### src/rtl/mtc_params.svh
// constants for the mode and trigger control register block
`ifndef MTC_PARAMS_SVH
`define MTC_PARAMS_SVH
`define MTC_PRIMARY_ADDR      4'h1
`define MTC_SECONDARY_ADDR    4'ha
`define MTC_MAIN_LIST_ADDR    4'h2
`define MTC_ALT_LIST_ADDR     4'h3
`define MTC_CMD_GEN_ADDR      4'h4
`define MTC_REG_WIDTH         16
`define MTC_RESET_VALUE       16'h0000
`define MTC_BIT_ACQ_MODE      0
`define MTC_BIT_HOST_TRIG     1
`define MTC_BIT_CLEAR         2
`define MTC_CLK_PERIOD_NS     5
`define MTC_TRIG_TIME_NS      150
`define MTC_TRIG_CYCLES       ((`MTC_TRIG_TIME_NS + `MTC_CLK_PERIOD_NS - 1) / `MTC_CLK_PERIOD_NS)
`endif

### src/rtl/mtc_pkg.sv
// types shared by the mode and trigger control block
package mtc_pkg;
	typedef enum logic {
		MTC_INTERACTIVE,
		MTC_ACQUISITION
	} mtc_mode_t;

	// one register access from the host link
	typedef struct packed {
		logic        valid;
		logic        write;
		logic [3:0]  primary;
		logic [3:0]  secondary;
		logic [15:0] wdata;
	} mtc_access_t;
endpackage : mtc_pkg

### src/rtl/mtc_control.sv
// mode and trigger control register, reached by primary and secondary address
`include "mtc_params.svh"
// Overview of operation
// - bit zero selects acquisition or interactive mode
// - interactive mode runs host packets directly
// - acquisition mode runs stored list on trigger
// - writing one to bit one fires trigger
// - host trigger routed to outputs, generators, LEDs
// - writing one to bit two clears registers
// - register accessible while lists still run
// - addresses: control 1/10, lists 2, 3, generator 4
module mtc_control
	import mtc_pkg::*;
#(
	parameter int TRIG_LENGTH = `MTC_TRIG_CYCLES
) (
	// clock and reset
	input  wire logic        mclk,
	input  wire logic        rst_n,
	// host access
	input  mtc_access_t      host_access,
	output logic [15:0]      read_data,
	output logic             read_valid,
	// command routing from host packets
	input  wire logic        host_cmd_valid,
	output logic             gen_cmd_from_host,
	output logic             main_list_sel,
	output logic             alt_list_sel,
	// acquisition trigger from the first user input pin
	input  wire logic        first_user_input,
	output logic             list_start,
	// mode and strobes
	output logic             acq_mode,
	output logic             host_trigger,
	output logic             register_clear,
	// host trigger fan-out
	output logic             first_user_output_trig,
	output logic             second_user_output_trig,
	output logic             delay_gate_trig,
	output logic             led_trig
);
	initial begin
		if (TRIG_LENGTH < 1) $error("trigger length must be at least one cycle");
	end

	// address decode
	wire hit_ctrl = host_access.valid &&
		host_access.primary == `MTC_PRIMARY_ADDR &&
		host_access.secondary == `MTC_SECONDARY_ADDR;
	wire wr_ctrl = hit_ctrl && host_access.write;
	wire rd_ctrl = hit_ctrl && !host_access.write;
	wire trig_req  = wr_ctrl && host_access.wdata[`MTC_BIT_HOST_TRIG];
	wire clear_req = wr_ctrl && host_access.wdata[`MTC_BIT_CLEAR];

	// pin synchroniser: three stages, a change counts when stages two and three agree
	logic [2:0] in_sync;
	logic       in_level;
	logic       in_level_d;
	mtc_mode_t  mode;

	// mode register; no busy gating so access works mid-list
	always_ff @(posedge mclk) begin
		if (!rst_n) begin
			mode <= MTC_INTERACTIVE;
		end else if (wr_ctrl) begin
			mode <= host_access.wdata[`MTC_BIT_ACQ_MODE] ? MTC_ACQUISITION : MTC_INTERACTIVE;
		end
	end

	// read path and clear strobe
	always_ff @(posedge mclk) begin
		if (!rst_n) begin
			read_data      <= `MTC_RESET_VALUE;
			read_valid     <= 1'b0;
			register_clear <= 1'b0;
		end else begin
			read_valid     <= rd_ctrl;
			read_data      <= {15'h0000, mode == MTC_ACQUISITION};
			register_clear <= clear_req;
		end
	end

	// input synchroniser and edge history
	always_ff @(posedge mclk) begin
		if (!rst_n) begin
			in_sync    <= 3'h0;
			in_level   <= 1'b0;
			in_level_d <= 1'b0;
		end else begin
			in_sync    <= {in_sync[1:0], first_user_input};
			if (in_sync[1] == in_sync[2]) begin
				in_level <= in_sync[2];
			end
			in_level_d <= in_level;
		end
	end

	// list start only on a rising trigger in acquisition mode
	always_ff @(posedge mclk) begin
		if (!rst_n) begin
			list_start <= 1'b0;
		end else begin
			list_start <= (mode == MTC_ACQUISITION) && in_level && !in_level_d;
		end
	end

	// host packets feed the generator only in interactive mode
	assign acq_mode          = (mode == MTC_ACQUISITION);
	assign gen_cmd_from_host = host_cmd_valid && !acq_mode;
	assign main_list_sel     = host_access.valid && host_access.primary == `MTC_MAIN_LIST_ADDR;
	assign alt_list_sel      = host_access.valid && host_access.primary == `MTC_ALT_LIST_ADDR;

	mtc_pulse_gen #(
		.LENGTH (TRIG_LENGTH)
	) u_trig (
		.mclk  (mclk),
		.rst_n (rst_n),
		.start (trig_req),
		.pulse (host_trigger)
	);

	// fan-out of the host trigger; selection happens downstream
	assign first_user_output_trig  = host_trigger;
	assign second_user_output_trig = host_trigger;
	assign delay_gate_trig         = host_trigger;
	assign led_trig                = host_trigger;
endmodule : mtc_control

### src/rtl/mtc_pulse_gen.sv
// fixed-length pulse generator for the host-issued trigger
`include "mtc_params.svh"
module mtc_pulse_gen
	import mtc_pkg::*;
#(
	parameter int LENGTH = `MTC_TRIG_CYCLES
) (
	// clock and reset
	input  wire logic mclk,
	input  wire logic rst_n,
	// start and pulse
	input  wire logic start,
	output logic      pulse
);
	localparam int CW = $clog2(LENGTH + 1);

	initial begin
		if (LENGTH < 1) $error("pulse length must be at least one cycle");
	end

	logic [CW-1:0] count;
	logic [CW-1:0] next_count;

	// a new start restarts the full length rather than extending oddly
	assign next_count = start ? CW'(LENGTH) : (count != '0 ? count - 1'b1 : count);

	always_ff @(posedge mclk) begin
		if (!rst_n) begin
			count <= '0;
			pulse <= 1'b0;
		end else begin
			count <= next_count;
			pulse <= (next_count != '0);
		end
	end
endmodule : mtc_pulse_gen
### config.mk
export PLATFORM = sky130hd
export DESIGN_NAME = mtc_control
export DESIGN_NICKNAME = d
export VERILOG_FILES = /design/src/rtl/mtc_pkg.sv /design/src/rtl/mtc_control.sv /design/src/rtl/mtc_pulse_gen.sv
export VERILOG_INCLUDE_DIRS = /design/src /design/src/rtl
export SDC_FILE = /design/constraint.sdc
export NUM_CORES = 1
export LEC_CHECK = 0
export BUFFER_PORTS_ARGS = -buffer_cell sky130_fd_sc_hd__buf_2
export CAP_MARGIN = 5
export CORE_ASPECT_RATIO = 1.1
export CORE_MARGIN = 1
export CORE_UTILIZATION = 37
export CTS_BUF_LIST = sky130_fd_sc_hd__clkbuf_4
export CTS_CLUSTER_DIAMETER = 120
export CTS_CLUSTER_SIZE = 25
export DETAILED_ROUTE_END_ITERATION = 8
export PLACE_DENSITY = 0.86
export SLEW_MARGIN = 20
export SYNTH_ARGS = -nofsm -noshare
export SYNTH_HDL_FRONTEND = slang
export SYNTH_SLANG_ARGS = --single-unit
### constraint.sdc
create_clock -name mclk -period 1.3 [get_ports mclk]
set_clock_uncertainty 0.05 [all_clocks]
set_input_delay 0.13 -clock mclk [delete_from_list [all_inputs] [get_ports mclk]]
set_output_delay 0.13 -clock mclk [all_outputs]
set_load 0.02 [all_outputs]
=== Word level (Yosys, flattened, before mapping) ===
Index checks and enable logic that the tools add are counted.

* Register bits after elaboration: 31
* Input bits: 30
* Output and inout bits: 28
* Logic and storage cells: 36

* Add/subtract/negate cells: 1
* Equality and inequality tests: 5
* Multiplexer cells: 3
* Reductions and logical operators: 16

{| class="wikitable"
|+ Operators with widths
! operator !! number
|-
| $logic_and 1x1->1 || 11
|-
| $mux 5 || 2
|-
| $reduce_bool 5->1 || 2
|-
| $eq 4x2->1 const B || 2
|-
| $sub 5x1->5 const B || 1
|-
| $eq 4x1->1 const B || 1
|-
| $eq 4x4->1 const B || 1
|-
| $logic_not 1->1 || 3
|-
| $eq 1x1->1 || 1
|-
| $mux 1 || 1
|}

=== Logic depth before layout (Yosys ltp) ===
Gate-level depths: netlist of run 1.

* Depth after elaboration: 7
* Mapped depth: 6
* Mapped depth without buffers: 6

=== Modules after synthesis ===
Synthesis of run 1 repeated with hierarchy kept, for this count alone.

* Cell total of the unflattened synthesis: 86
* Area, all modules: 805.8 µm²

{| class="wikitable"
|+ By module, submodules not included
! module !! times used !! cells each !! area an instance (µm²) !! sequential area each (µm²)
|-
| mtc_control || 1 || 56 || 515.5 || 200.2
|-
| mtc_pulse_gen || 1 || 30 || 290.3 || 120.1
|}

=== Least setup slack after synthesis of run 1 ===
Ideal clock, no wire load.

* Kind: register -> register
* Start: register u_trig.count[0]
* End: register u_trig.pulse
* Setup time: 0.077 ns
* Arrival time: 1.198 ns
* Required time: 1.173 ns
* Setup slack: -0.025 ns
* Stages on the path, launching flop included: 7
* Path buffers: 0
* Clock period less this slack: 1.325 ns
* Cell sequence: dfxtp_1 inv_1 ha_1 nor4b_4 xnor2_1 nor2_1 a41oi_2

* Word-level cells in the longest chain between the ends: 4
* Elaborated cells between the ends (all ways): 5
* Those cells by class: add/sub (1); mux (2); reduce/logical (2)

{| class="wikitable"
|+ Ends and longest elaborated chain
! what !! line !! text
|-
| start: declaration || mtc_pulse_gen.sv:21 || <nowiki>logic [CW-1:0] count;</nowiki>
|-
| start signal: assignment || mtc_pulse_gen.sv:32 || <nowiki>count <= next_count;</nowiki>
|-
| $sub 5x1->5 / $reduce_bool 5->1 (equally long branches) || mtc_pulse_gen.sv:25 || <nowiki>assign next_count = start ? CW'(LENGTH) : (count != '0 ? count - 1'b1 : count);</nowiki>
|-
| $mux 5 (*) (2 in series) || mtc_pulse_gen.sv:25 ||
|-
| $reduce_bool 5->1 (*) || mtc_pulse_gen.sv:33 || <nowiki>pulse <= (next_count != '0);</nowiki>
|-
| end signal: assignment || mtc_pulse_gen.sv:33 ||
|-
| end: declaration || mtc_pulse_gen.sv:13 || <nowiki>output logic pulse</nowiki>
|}

Mark *: on every way between the ends. The rest lies on a longest branch, timed or not.
A chain may end at the register's enable or synchronous reset.

=== Worst setup path in the final report of run 1 ===
* Start: register u_trig.count[0]
* End: register u_trig.count[1]

* Word-level cells in the longest chain between the ends: 3
* Elaborated cells between the ends (all ways): 4
* Those cells by class: add/sub (1); mux (2); reduce/logical (1)

{| class="wikitable"
|+ Ends and longest elaborated chain
! what !! line
|-
| $sub 5x1->5 / $reduce_bool 5->1 (equally long branches) || mtc_pulse_gen.sv:25
|-
| $mux 5 (*) (2 in series) || mtc_pulse_gen.sv:25
|}

Marked as above.

==> metrics, run 1 <==
outcome=complete, but fails checks; violated checks=setup timing; final WL=1530 µm; Hold Crit Start=host_access[24]; Post-synth ARST share=0%; top cells by area, synth=dfxtp_1 (40%), buf_4 (18%), nand2_1 (5.2%); maximum vdd drop=1050 µV; Startpoint Class=flop; first-pass GRT wire length=2530 µm; maximum clock rate=728 MHz; routed length on met2=837 µm; Crit Path Class=reg2reg; average size of a mapped cell=8.86 µm²; TritonCTS buffer count=3; Die W=46.3 µm; area share of the largest cell type after synthesis=40.2%; sequential cell area=323 µm²; top cells by count, synth=buf_4 (19), dfxtp_1 (16), nand2_1 (11), a21oi_1 (5), and2_1 (5); Critical Path Fanout Max=3; sequential area share after synthesis=40.2%; synthesis-to-finish area growth=26.8%; Port Buffers=29; Worst-Skew Late Latency=280 ps; RePlAce Congestion=0.662; die area=0.00234 mm²; Worst Reg-to-Reg Cells=6; initial antenna violation count=0; ant diodes=0; Pwr Density=1870 mW/mm²; fillers=193; Nets=157; reg2reg start=u_trig.count[0]; CP arrival=1500 ps; Overflow after GRT=0; Netlist cell types=28; Static Leak=0.501 nW; max cap viols=0; Initial Util=39.4%; Clock Tree Buf Depth=2; die height=50.7 µm; Post-Syn Area=797 µm²; met1 WL=618 µm; WHS Path Cells=2; #FFs+latches synth=16; CTS tree=built; Final Setup Violations=3; Synth area leader=dfxtp_1; crit end category=flop; detail-routed via count per cell=4.33; share of layout cells above drive strength 1=41.6%; max-slew violations=0; number of synthesized flops with an enable pin=0; R2R Path End=u_trig.count[1]; Placeable Area=0.00202 mm²; Reg clk slew, reported paths=90 ps; total I/O pin count=58; Fin. Hold Viols=0; R2R Setup Slk=-70 ps; H-tree depth=1; largest net degree at the start of global routing=11; max layer used=met4; Post-DRT Antenna Nets=0; final setup margin=-74.2 ps; dpl cell area=932 µm²; post-route setup TNS=-133 ps; dpl hpwl=1120 µm; Worst EP required=1430 ps; CTS root buf=clkbuf_4; WL per Instance=9.97 µm; clock tree sinks=16; ys flop type=dfxtp_1; site row count=17; post-route cell area=0.00101 mm²; metal3 WL=59 µm; vias in the first global route=609; Hold EP=read_valid; Tcrit/Tclk final=106%; Hold Path Class=in2reg; 1st-iter DRT viols=8; drt drc=0; total track usage=15.1%; Mapped Cells=90; DR vias=663; Tmin final=1370 ps; Multi-input gate area=404 µm²; First-pass DRT Iterations=4; YS warnings=0; count leader, synth=buf_4; RSZ-0062 raised after global routing=yes
[what timing repair did]
action,in CTS,in global routing
hold buffers,1,0
setup endpoints to repair,5,5
pin swaps,4,2
gates resized for setup,6,4
hold endpoints to repair,1,0
cloned,0,0
setup buffers,0,1
[cell usage in the layout, fill, tap and decap left out]
cell and instances:
nor3_2 2, dlygate4sd3_1 1, xnor2_2 1, nor4b_4 1
nor3b_1 1, and4_1 1, nor3_1 1, buf_4 7
a21oi_2 2, buf_2 29, and2_1 5, nor4_1 1
dfxtp_2 2, xnor2_1 1, or2_1 1, clkinv_1 1
a41oi_2 1, o21a_1 1, a21oi_1 3, nand4bb_1 1
nand3_1 1, conb_1 15, dfxtp_1 14, nor2_1 4
and3_1 1, inv_1 2, clkbuf_4 3, nand4_1 1
inv_2 2, nand2_1 11, nor2b_1 2, o21ai_2 1
or3_1 1, mux2i_1 1, ha_4 1, o21ai_0 2
[area by class of cell]
type | count | share of cell area [%]
Clock inverter | 1 | 0.371
Sequential cell | 16 | 31.9
Timing Repair Buffer | 37 | 20.5
Inverter | 4 | 1.49
Tap cell | 28 | 3.47
Clock buffer | 3 | 2.23
Multi-Input combinational cell | 64 | 40.0
[sequential cells by signal (all words and copies together) (netlist names)]
register,cells
register_clear,1
read_valid,1
in_level,1
list_start,1
read_data,1
in_level_d,1
acq_mode,1
u_trig.pulse,1
in_sync,3
u_trig.count,5
[metrics by stage]
| stage | util, % | total power [W] | setup slack, ps | std cells | hold WS [ps] |
|---|---|---|---|---|---|
| global placement | 46.1 | 0.00141 | -62.8 | 147 | 286 |
| floorplan | - | 0.00130 | 0.855 | 104 | 157 |
| detailed placement | 46.1 | 0.00144 | -104 | 147 | 294 |
| CTS | 48.9 | 0.00177 | -45.7 | 152 | 1.16 |
| finish | 50.0 | 0.00189 | -74.2 | 153 | 5.49 |
| global route | 50.0 | 0.00203 | -144 | 153 | 3.21 |
[how the worst max path moves through the flow]
stage | slack [ps] | startpoint | depth (start not counted) | endpoint
finish | -70 | u_trig.count[0] | 6 | u_trig.count[1]
CTS | -50 | u_trig.count[0] | 6 | u_trig.pulse
floorplan | 0.9 | u_trig.count[1] | 6 | u_trig.pulse
global placement | -60 | u_trig.count[0] | 6 | u_trig.pulse
detailed placement | -100 | u_trig.count[0] | 6 | u_trig.pulse
global route | -140 | u_trig.count[0] | 6 | u_trig.count[1]
[metal layers]
layer,up-vias,track usage [%]
li1,333,-
met1,309,15.5
met2,19,26.8
met3,2,4.32
met4,0,7.35
met5,-,0
[cells by family after synthesis]
group | after synthesis | share of synthesized area, %
adders and majority gates | 1 | 1.57
buffers and inverters | 24 | 20.3
and+or+nand+nor | 35 | 26.1
muxes | 1 | 1.26
AOI/OAI and AO/OA | 10 | 8.01
other | 1 | 0.471
DFF | 16 | 40.2
xor gates and xnor gates | 2 | 2.20
[worst max-delay path, cell delays in order, from the launching register on]
cell     delay, ps
dfxtp_2        340
inv_2           60
ha_4           130
nor4b_4        300
buf_4          190
o21ai_2         50
o21a_1         160
[power breakdown]
part | total [W] | internal, W | switching [W]
logic | 0.000986 | 0.000477 | 0.000509
registers | 0.000639 | 0.000565 | 0.0000739
clock network | 0.000265 | 0.000111 | 0.000154
Power figures use the tool's default switching activity.
==> inputs of run 2 (changes only) <==
Settings changed: ABC_AREA from default to 1, CORE_MARGIN 1 to 1.5, CORE_UTILIZATION 37 to 39, PLACE_DENSITY 0.86 to 0.87.
==> run 2 against run 1 <==
Against the previous run: the run now ends clean; largest power group unchanged; global-route usage decreased by 3.7 points; sequential power fell by 1%; first-iteration DRC count did not move; final cell count up 16%.
==> metrics, run 2 <==
combinational power share=50.9% (was 52.2%); vias in the first global route=619 (was 609); number of placed instances, taps included=172 (was 147); reg2reg start=u_trig.count[0] (unchanged); die height=52.8 µm (was 50.7 µm); Worst EP required=1460 ps (was 1430 ps); switching share of power=41.1% (was 39.0%); Post-Syn Area=881 µm² (was 797 µm²); Static Leak=0.615 nW (was 0.501 nW); max reg flops=5 (unchanged); clock tree sinks=16 (unchanged); sequential area share after synthesis=36.4% (was 40.2%); final WL=1370 µm (was 1530 µm); Tcrit/Tclk final=96.2% (was 106%); Initial Util=42.7% (was 39.4%); WHS Path Cells=3 (was 2); Fin. Hold Viols=0 (unchanged); Hold Path Class=in2reg (unchanged); DR vias=728 (was 663); dpl hpwl=1130 µm (was 1120 µm); largest net degree at the start of global routing=11 (unchanged); top cells by count, synth=nand2_1 (25), inv_1 (22), buf_4 (19), dfxtp_1 (16), nor2_1 (7) (was buf_4 (19), dfxtp_1 (16), nand2_1 (11), a21oi_1 (5), and2_1 (5)); largest registers=u_trig.count: 5 flops, in_sync: 3 flops (unchanged); fillers=216 (was 193); die area=0.00255 mm² (was 0.00234 mm²); Die W=48.3 µm (was 46.3 µm); maximum vdd drop=798 µV (was 1050 µV); Sw Pwr=0.000742 W (was 0.000737 W); Synth area leader=dfxtp_1 (unchanged); site row count=17 (unchanged); Tmin final=1250 ps (was 1370 ps); Cell Count, Final, Fillers Out=178 (was 153); crit end category=flop (unchanged); Post-synth ARST share=0% (unchanged); ys flop type=dfxtp_1 (unchanged); average size of a mapped cell=7.46 µm² (was 8.86 µm²); max cap viols=0 (unchanged); Port Buffers=29 (unchanged); top cells by area, synth=dfxtp_1 (36%), buf_4 (16%), nand2_1 (11%) (was dfxtp_1 (40%), buf_4 (18%), nand2_1 (5.2%)); largest register by flop count=u_trig.count (unchanged); Netlist cell types=22 (was 28); CTS root buf=clkbuf_4 (unchanged); Final Setup Violations=0 (was 3); 1st-iter DRT viols=8 (unchanged); count leader, synth=nand2_1 (was buf_4); #FFs+latches synth=16 (unchanged); Overflow after GRT=0 (unchanged); post-route cell area=0.00105 mm² (was 0.00101 mm²); Mapped Cells=118 (was 90); share of layout cells above drive strength 1=34.0% (was 41.6%); Placeable Area=0.00206 mm² (was 0.00202 mm²); Internal=0.00106 W (was 0.00115 W); RePlAce Congestion=0.786 (was 0.662); area share of the largest cell type after synthesis=36.4% (was 40.2%); Post-DRT Antenna Nets=0 (unchanged); Worst Reg-to-Reg Cells=6 (unchanged); R2R Path End=u_trig.count[0] (was u_trig.count[1]); drt drc=0 (unchanged); CP arrival=1410 ps (was 1500 ps); RSZ-0062 raised after global routing=yes (unchanged); Reg clk slew, reported paths=80 ps (was 90 ps); Final Util=51.0% (was 50.0%); Hold Crit Start=host_access[0] (was host_access[24]); first-pass GRT wire length=2250 µm (was 2530 µm); number of synthesized flops with an enable pin=0 (unchanged); TritonCTS buffer count=3 (unchanged); share of power burned in registers=35.0% (was 33.8%); outcome=complete, no violations (was complete, but fails checks); Hold EP=acq_mode (was read_valid); Worst-Skew Late Latency=280 ps (about the same); detail-routed via count per cell=4.09 (was 4.33); YS warnings=0 (unchanged); total track usage=11.4% (was 15.1%); CTS tree=built (unchanged); First-pass DRT Iterations=4 (unchanged); commonest non-fill, non-tap cell in the layout=buf_2 (unchanged); Startpoint Class=flop (unchanged); most frequent cells in the layout=buf_2 (29), nand2_1 (23), inv_1 (20) (was buf_2 (29), conb_1 (15), dfxtp_1 (14)); Clk pwr share=14.1% (was 14.0%); Pwr Density=1710 mW/mm² (was 1870 mW/mm²); synthesis-to-finish area growth=19.5% (was 26.8%); maximum clock rate=800 MHz (was 728 MHz); ant diodes=0 (unchanged); max-slew violations=0 (unchanged); WL per Instance=7.67 µm (was 9.97 µm); Critical Path Fanout Max=4 (was 3); Clock Tree Buf Depth=2 (unchanged); Crit Path Class=reg2reg (unchanged); total I/O pin count=58 (unchanged); Nets=182 (was 157); initial antenna violation count=0 (unchanged); dpl cell area=982 µm² (was 932 µm²); R2R Setup Slk=50 ps (was -70 ps); H-tree depth=1 (unchanged)
## run 2: cell count changes after synthesis, moves of 2 or more
| cell | previous run | this run |
|---|---|---|
| o21ai_0 | 3 | 0 |
| and2_1 | 5 | 0 |
| nand4_1 | 1 | 3 |
| nor2_1 | 4 | 7 |
| o21bai_1 | 0 | 2 |
| nand2_1 | 11 | 25 |
| xnor2_1 | 2 | 0 |
| nor2_4 | 0 | 2 |
| nor2b_1 | 2 | 0 |
| inv_1 | 4 | 22 |
| nand3_1 | 1 | 4 |
## run 2: area by class of cell
cell class                      instances  area [µm²]  area share (%)
Sequential cell                        16         323            30.7
Clock inverter                          1        3.75           0.357
Multi-Input combinational cell         74         398            37.8
Timing Repair Buffer                   34         185            17.6
Tap cell                               28        35.0            3.33
Inverter                               22        85.1            8.09
Clock buffer                            3        22.5            2.14
## run 2: through the flow
step	total power, W	hold WS, ps	TNS [ps]	setup slack [ps]
3_3_place_gp	0.00142	264	-64.1	-49.1
6_report	0.00180	6.50	0	49.7
5_1_grt	0.00196	22.0	-77.2	-73.4
4_1_cts	0.00174	1.89	0	2.89
3_5_place_dp	0.00144	266	-96.9	-68.5
2_1_floorplan	0.00132	157	0	63.1
## run 2: timing repair
| item | CTS | global route |
|---|---|---|
| resized for setup | 3 | 7 |
| setup endpoints to repair | 2 | 2 |
| pin swaps | 1 | 3 |
| buffers inserted | 0 | 1 |
| hold endpoints to repair | 1 | 0 |
| hold buffers | 1 | 0 |
## run 2: kinds of logic after synthesis
group           count (synthesis)  share of synthesized area, %
xor+xnor                        1                         0.994
simple gates                   50                          29.4
buf+inv                        42                          26.8
compound gates                  7                          4.54
other cells                     1                         0.426
flops                          16                          36.4
fa+ha+maj                       1                          1.42
## run 2: how the worst max path moves through the flow
stage / startpoint / end / slack (ps)
after global routing: u_trig.count[0] / u_trig.pulse / -70
after floorplan: u_trig.count[0] / u_trig.pulse / 60
after global placement: u_trig.count[0] / u_trig.pulse / -50
final: u_trig.count[0] / u_trig.count[0] / 50
after detailed placement: u_trig.count[0] / u_trig.pulse / -70
after CTS: u_trig.count[1] / u_trig.pulse / 3
## run 2: critical path, cell delays in order (launching register included)
cell and delay, ps:
dfxtp_2 340, inv_4 70, ha_4 150, nand3_2 120
xor2_1 180, buf_4 140, nor3b_2 130
## run 2: power groups by stage
stage	registers (W)	logic (W)	clock network (W)
2_1_floorplan	0.000641	0.000679	0
3_3_place_gp	0.000624	0.000797	0
3_5_place_dp	0.000629	0.000815	0
4_1_cts	0.000620	0.000859	0.000266
5_1_grt	0.000642	0.00104	0.000284
6_report	0.000632	0.000917	0.000255
## run 2: metal layers
layer	wire length, µm	global-route usage, %	share of wire, %
met5	0	0	0
met4	32	8.57	2.3
met3	99	2.00	7.3
met2	683	20.6	50
met1	549	12.1	40
==> inputs of run 3 (changes only) <==
Settings changed: PLACE_DENSITY 0.87 to 0.76.
==> run 3 against run 2 <==
Against the previous run: setup slack improved by 13 ps; clock-buffer cell count is the same; maximum frequency grew 1.0%; utilization rose by 0.24 points; global-route usage grew 1.0 points; die area unchanged; cell area is 0.48% higher; routed wire length up 6.8%; clock power about the same; final cell count is 0.56% lower; largest cell class unchanged; largest power group unchanged.
==> metrics, run 3 (synthesis gave the netlist of run 2 again) <==
outcome=complete, no violations (unchanged); WHS Path Cells=3 (unchanged); site row count=17 (unchanged); Die W=48.3 µm (unchanged); synthesis-to-finish area growth=20.0% (was 19.5%); final WL=1460 µm (was 1370 µm); CTS tree=built (unchanged); Worst-Skew Late Latency=280 ps (about the same); die area=0.00255 mm² (unchanged); maximum vdd drop=946 µV (was 798 µV); number of placed instances, taps included=171 (was 172); DR vias=750 (was 728); largest net degree at the start of global routing=11 (unchanged); Overflow after GRT=0 (unchanged); Hold Path Class=in2reg (unchanged); R2R Setup Slk=60 ps (was 50 ps); Reg clk slew, reported paths=90 ps (was 80 ps); Final Util=51.2% (was 51.0%); max reg flops=5 (unchanged); crit end category=flop (unchanged); Worst EP required=1430 ps (was 1460 ps); final setup margin=62.7 ps (was 49.7 ps); dpl hpwl=1230 µm (was 1130 µm); TritonCTS buffer count=3 (unchanged); total track usage=12.4% (was 11.4%); reg2reg start=u_trig.count[1] (was u_trig.count[0]); Initial Util=42.7% (unchanged); Hold Crit Start=host_access[0] (unchanged); most frequent cells in the layout=buf_2 (29), nand2_1 (24), inv_1 (19) (was buf_2 (29), nand2_1 (23), inv_1 (20)); Pwr Density=1740 mW/mm² (was 1710 mW/mm²); largest register by flop count=u_trig.count (unchanged); Worst Reg-to-Reg Cells=10 (was 6); Hold EP=acq_mode (unchanged); detail-routed via count per cell=4.24 (was 4.09); drt drc=0 (unchanged); commonest non-fill, non-tap cell in the layout=buf_2 (unchanged); die height=52.8 µm (unchanged); vias in the first global route=672 (was 619); CTS root buf=clkbuf_4 (unchanged); Clock Tree Buf Depth=2 (unchanged); ant diodes=0 (unchanged); R2R Path End=u_trig.pulse (was u_trig.count[0]); Nets=181 (was 182); max cap viols=0 (unchanged); Static Leak=0.612 nW (was 0.615 nW); Cell Count, Final, Fillers Out=177 (was 178); Fin. Hold Viols=0 (unchanged); maximum clock rate=808 MHz (was 800 MHz); post-route setup TNS=0 ps (unchanged); clock tree sinks=16 (unchanged); Post-DRT Antenna Nets=0 (unchanged); total I/O pin count=58 (unchanged); Post-Place Setup Slack=-65.0 ps (was -68.5 ps); largest registers=u_trig.count: 5 flops, in_sync: 3 flops (unchanged); Startpoint Class=flop (unchanged); First-pass DRT Iterations=4 (unchanged); Port Buffers=29 (unchanged); WL per Instance=8.24 µm (was 7.67 µm); RePlAce Congestion=0.741 (was 0.786); initial antenna violation count=0 (unchanged); Placeable Area=0.00206 mm² (unchanged); Tmin final=1240 ps (was 1250 ps); H-tree depth=1 (unchanged); Critical Path Fanout Max=4 (unchanged); share of layout cells above drive strength 1=34.2% (was 34.0%); CP arrival=1370 ps (was 1410 ps); max-slew violations=0 (unchanged); Tcrit/Tclk final=95.2% (was 96.2%); 1st-iter DRT viols=7 (was 8); RSZ-0062 raised after global routing=yes (unchanged); Crit Path Class=reg2reg (unchanged); first-pass GRT wire length=2450 µm (was 2250 µm); Final Setup Violations=0 (unchanged); Pwr Total=0.00184 W (was 0.00180 W)
-- run 3: cell count changes in the layout (fill, tap and decap cells not counted) --
cell and delta:
xor2_2 +1, nand2_1 +1, inv_1 -1, nand3_2 -1, nand2_2 -1, xor2_1 -1
buf_4 -1, inv_2 +1, nand3_4 +1
-- run 3: final cells by class --
class / instances / area, µm²
Fill cell: 217 / 1010
Clock buffer: 3 / 22.5
Sequential cell: 16 / 323
Tap cell: 28 / 35.0
Multi-Input combinational cell: 74 / 410
Clock inverter: 1 / 3.75
Inverter: 22 / 85.1
Timing Repair Buffer: 33 / 178
-- run 3: routing by layer --
layer  vias up  global-route usage (%)  routed length (µm)
met4         0                    9.05                  31
met1       325                    11.6                 561
met2        34                    24.8                 760
li1        387                       -                   -
met3         4                    2.00                 104
met5         -                       0                   0
-- run 3: repair_timing --
action | 4_1_cts | 5_1_grt
pin swaps | 0 | 4
gates cloned | 0 | 0
hold buffers | 1 | 0
gates resized for setup | 3 | 9
setup buffers | 0 | 1
endpoints found under the hold margin | 1 | 0
setup endpoints to repair | 2 | 2
-- run 3: per-stage QoR --
step | cell area, µm² | hold WS (ps)
finish | 1060 | 5.96
global route | 1060 | 20.0
CTS | 1020 | 1.72
detailed placement | 975 | 271
global placement | 975 | 261
floorplan | 933 | 157
-- run 3: worst max-delay path, cell delays in order (launching register included) --
cell     delay [ps]
dfxtp_2         370
inv_4            50
ha_4            170
nand2_2          80
nand2_1          50
nand2_1          70
nand2_1          50
nor2_1          100
nand2_1          50
nand2_1          50
nand2_1          50
-- run 3: worst max path at each step --
stage          slack (ps)       startpoint           end
6_report               60  u_trig.count[1]  u_trig.pulse
5_1_grt               -40  u_trig.count[1]  u_trig.pulse
4_1_cts                20  u_trig.count[0]  u_trig.pulse
3_5_place_dp          -60  u_trig.count[1]  u_trig.pulse
3_3_place_gp          -20  u_trig.count[1]  u_trig.pulse
2_1_floorplan          60  u_trig.count[0]  u_trig.pulse
-- run 3: report_power, final --
part | switching, W | leakage, nW | total [W] | internal, W
logic | 0.000564 | 0.466 | 0.000957 | 0.000392
registers | 0.0000617 | 0.131 | 0.000631 | 0.000569
clock network | 0.000146 | 0.0154 | 0.000257 | 0.000111
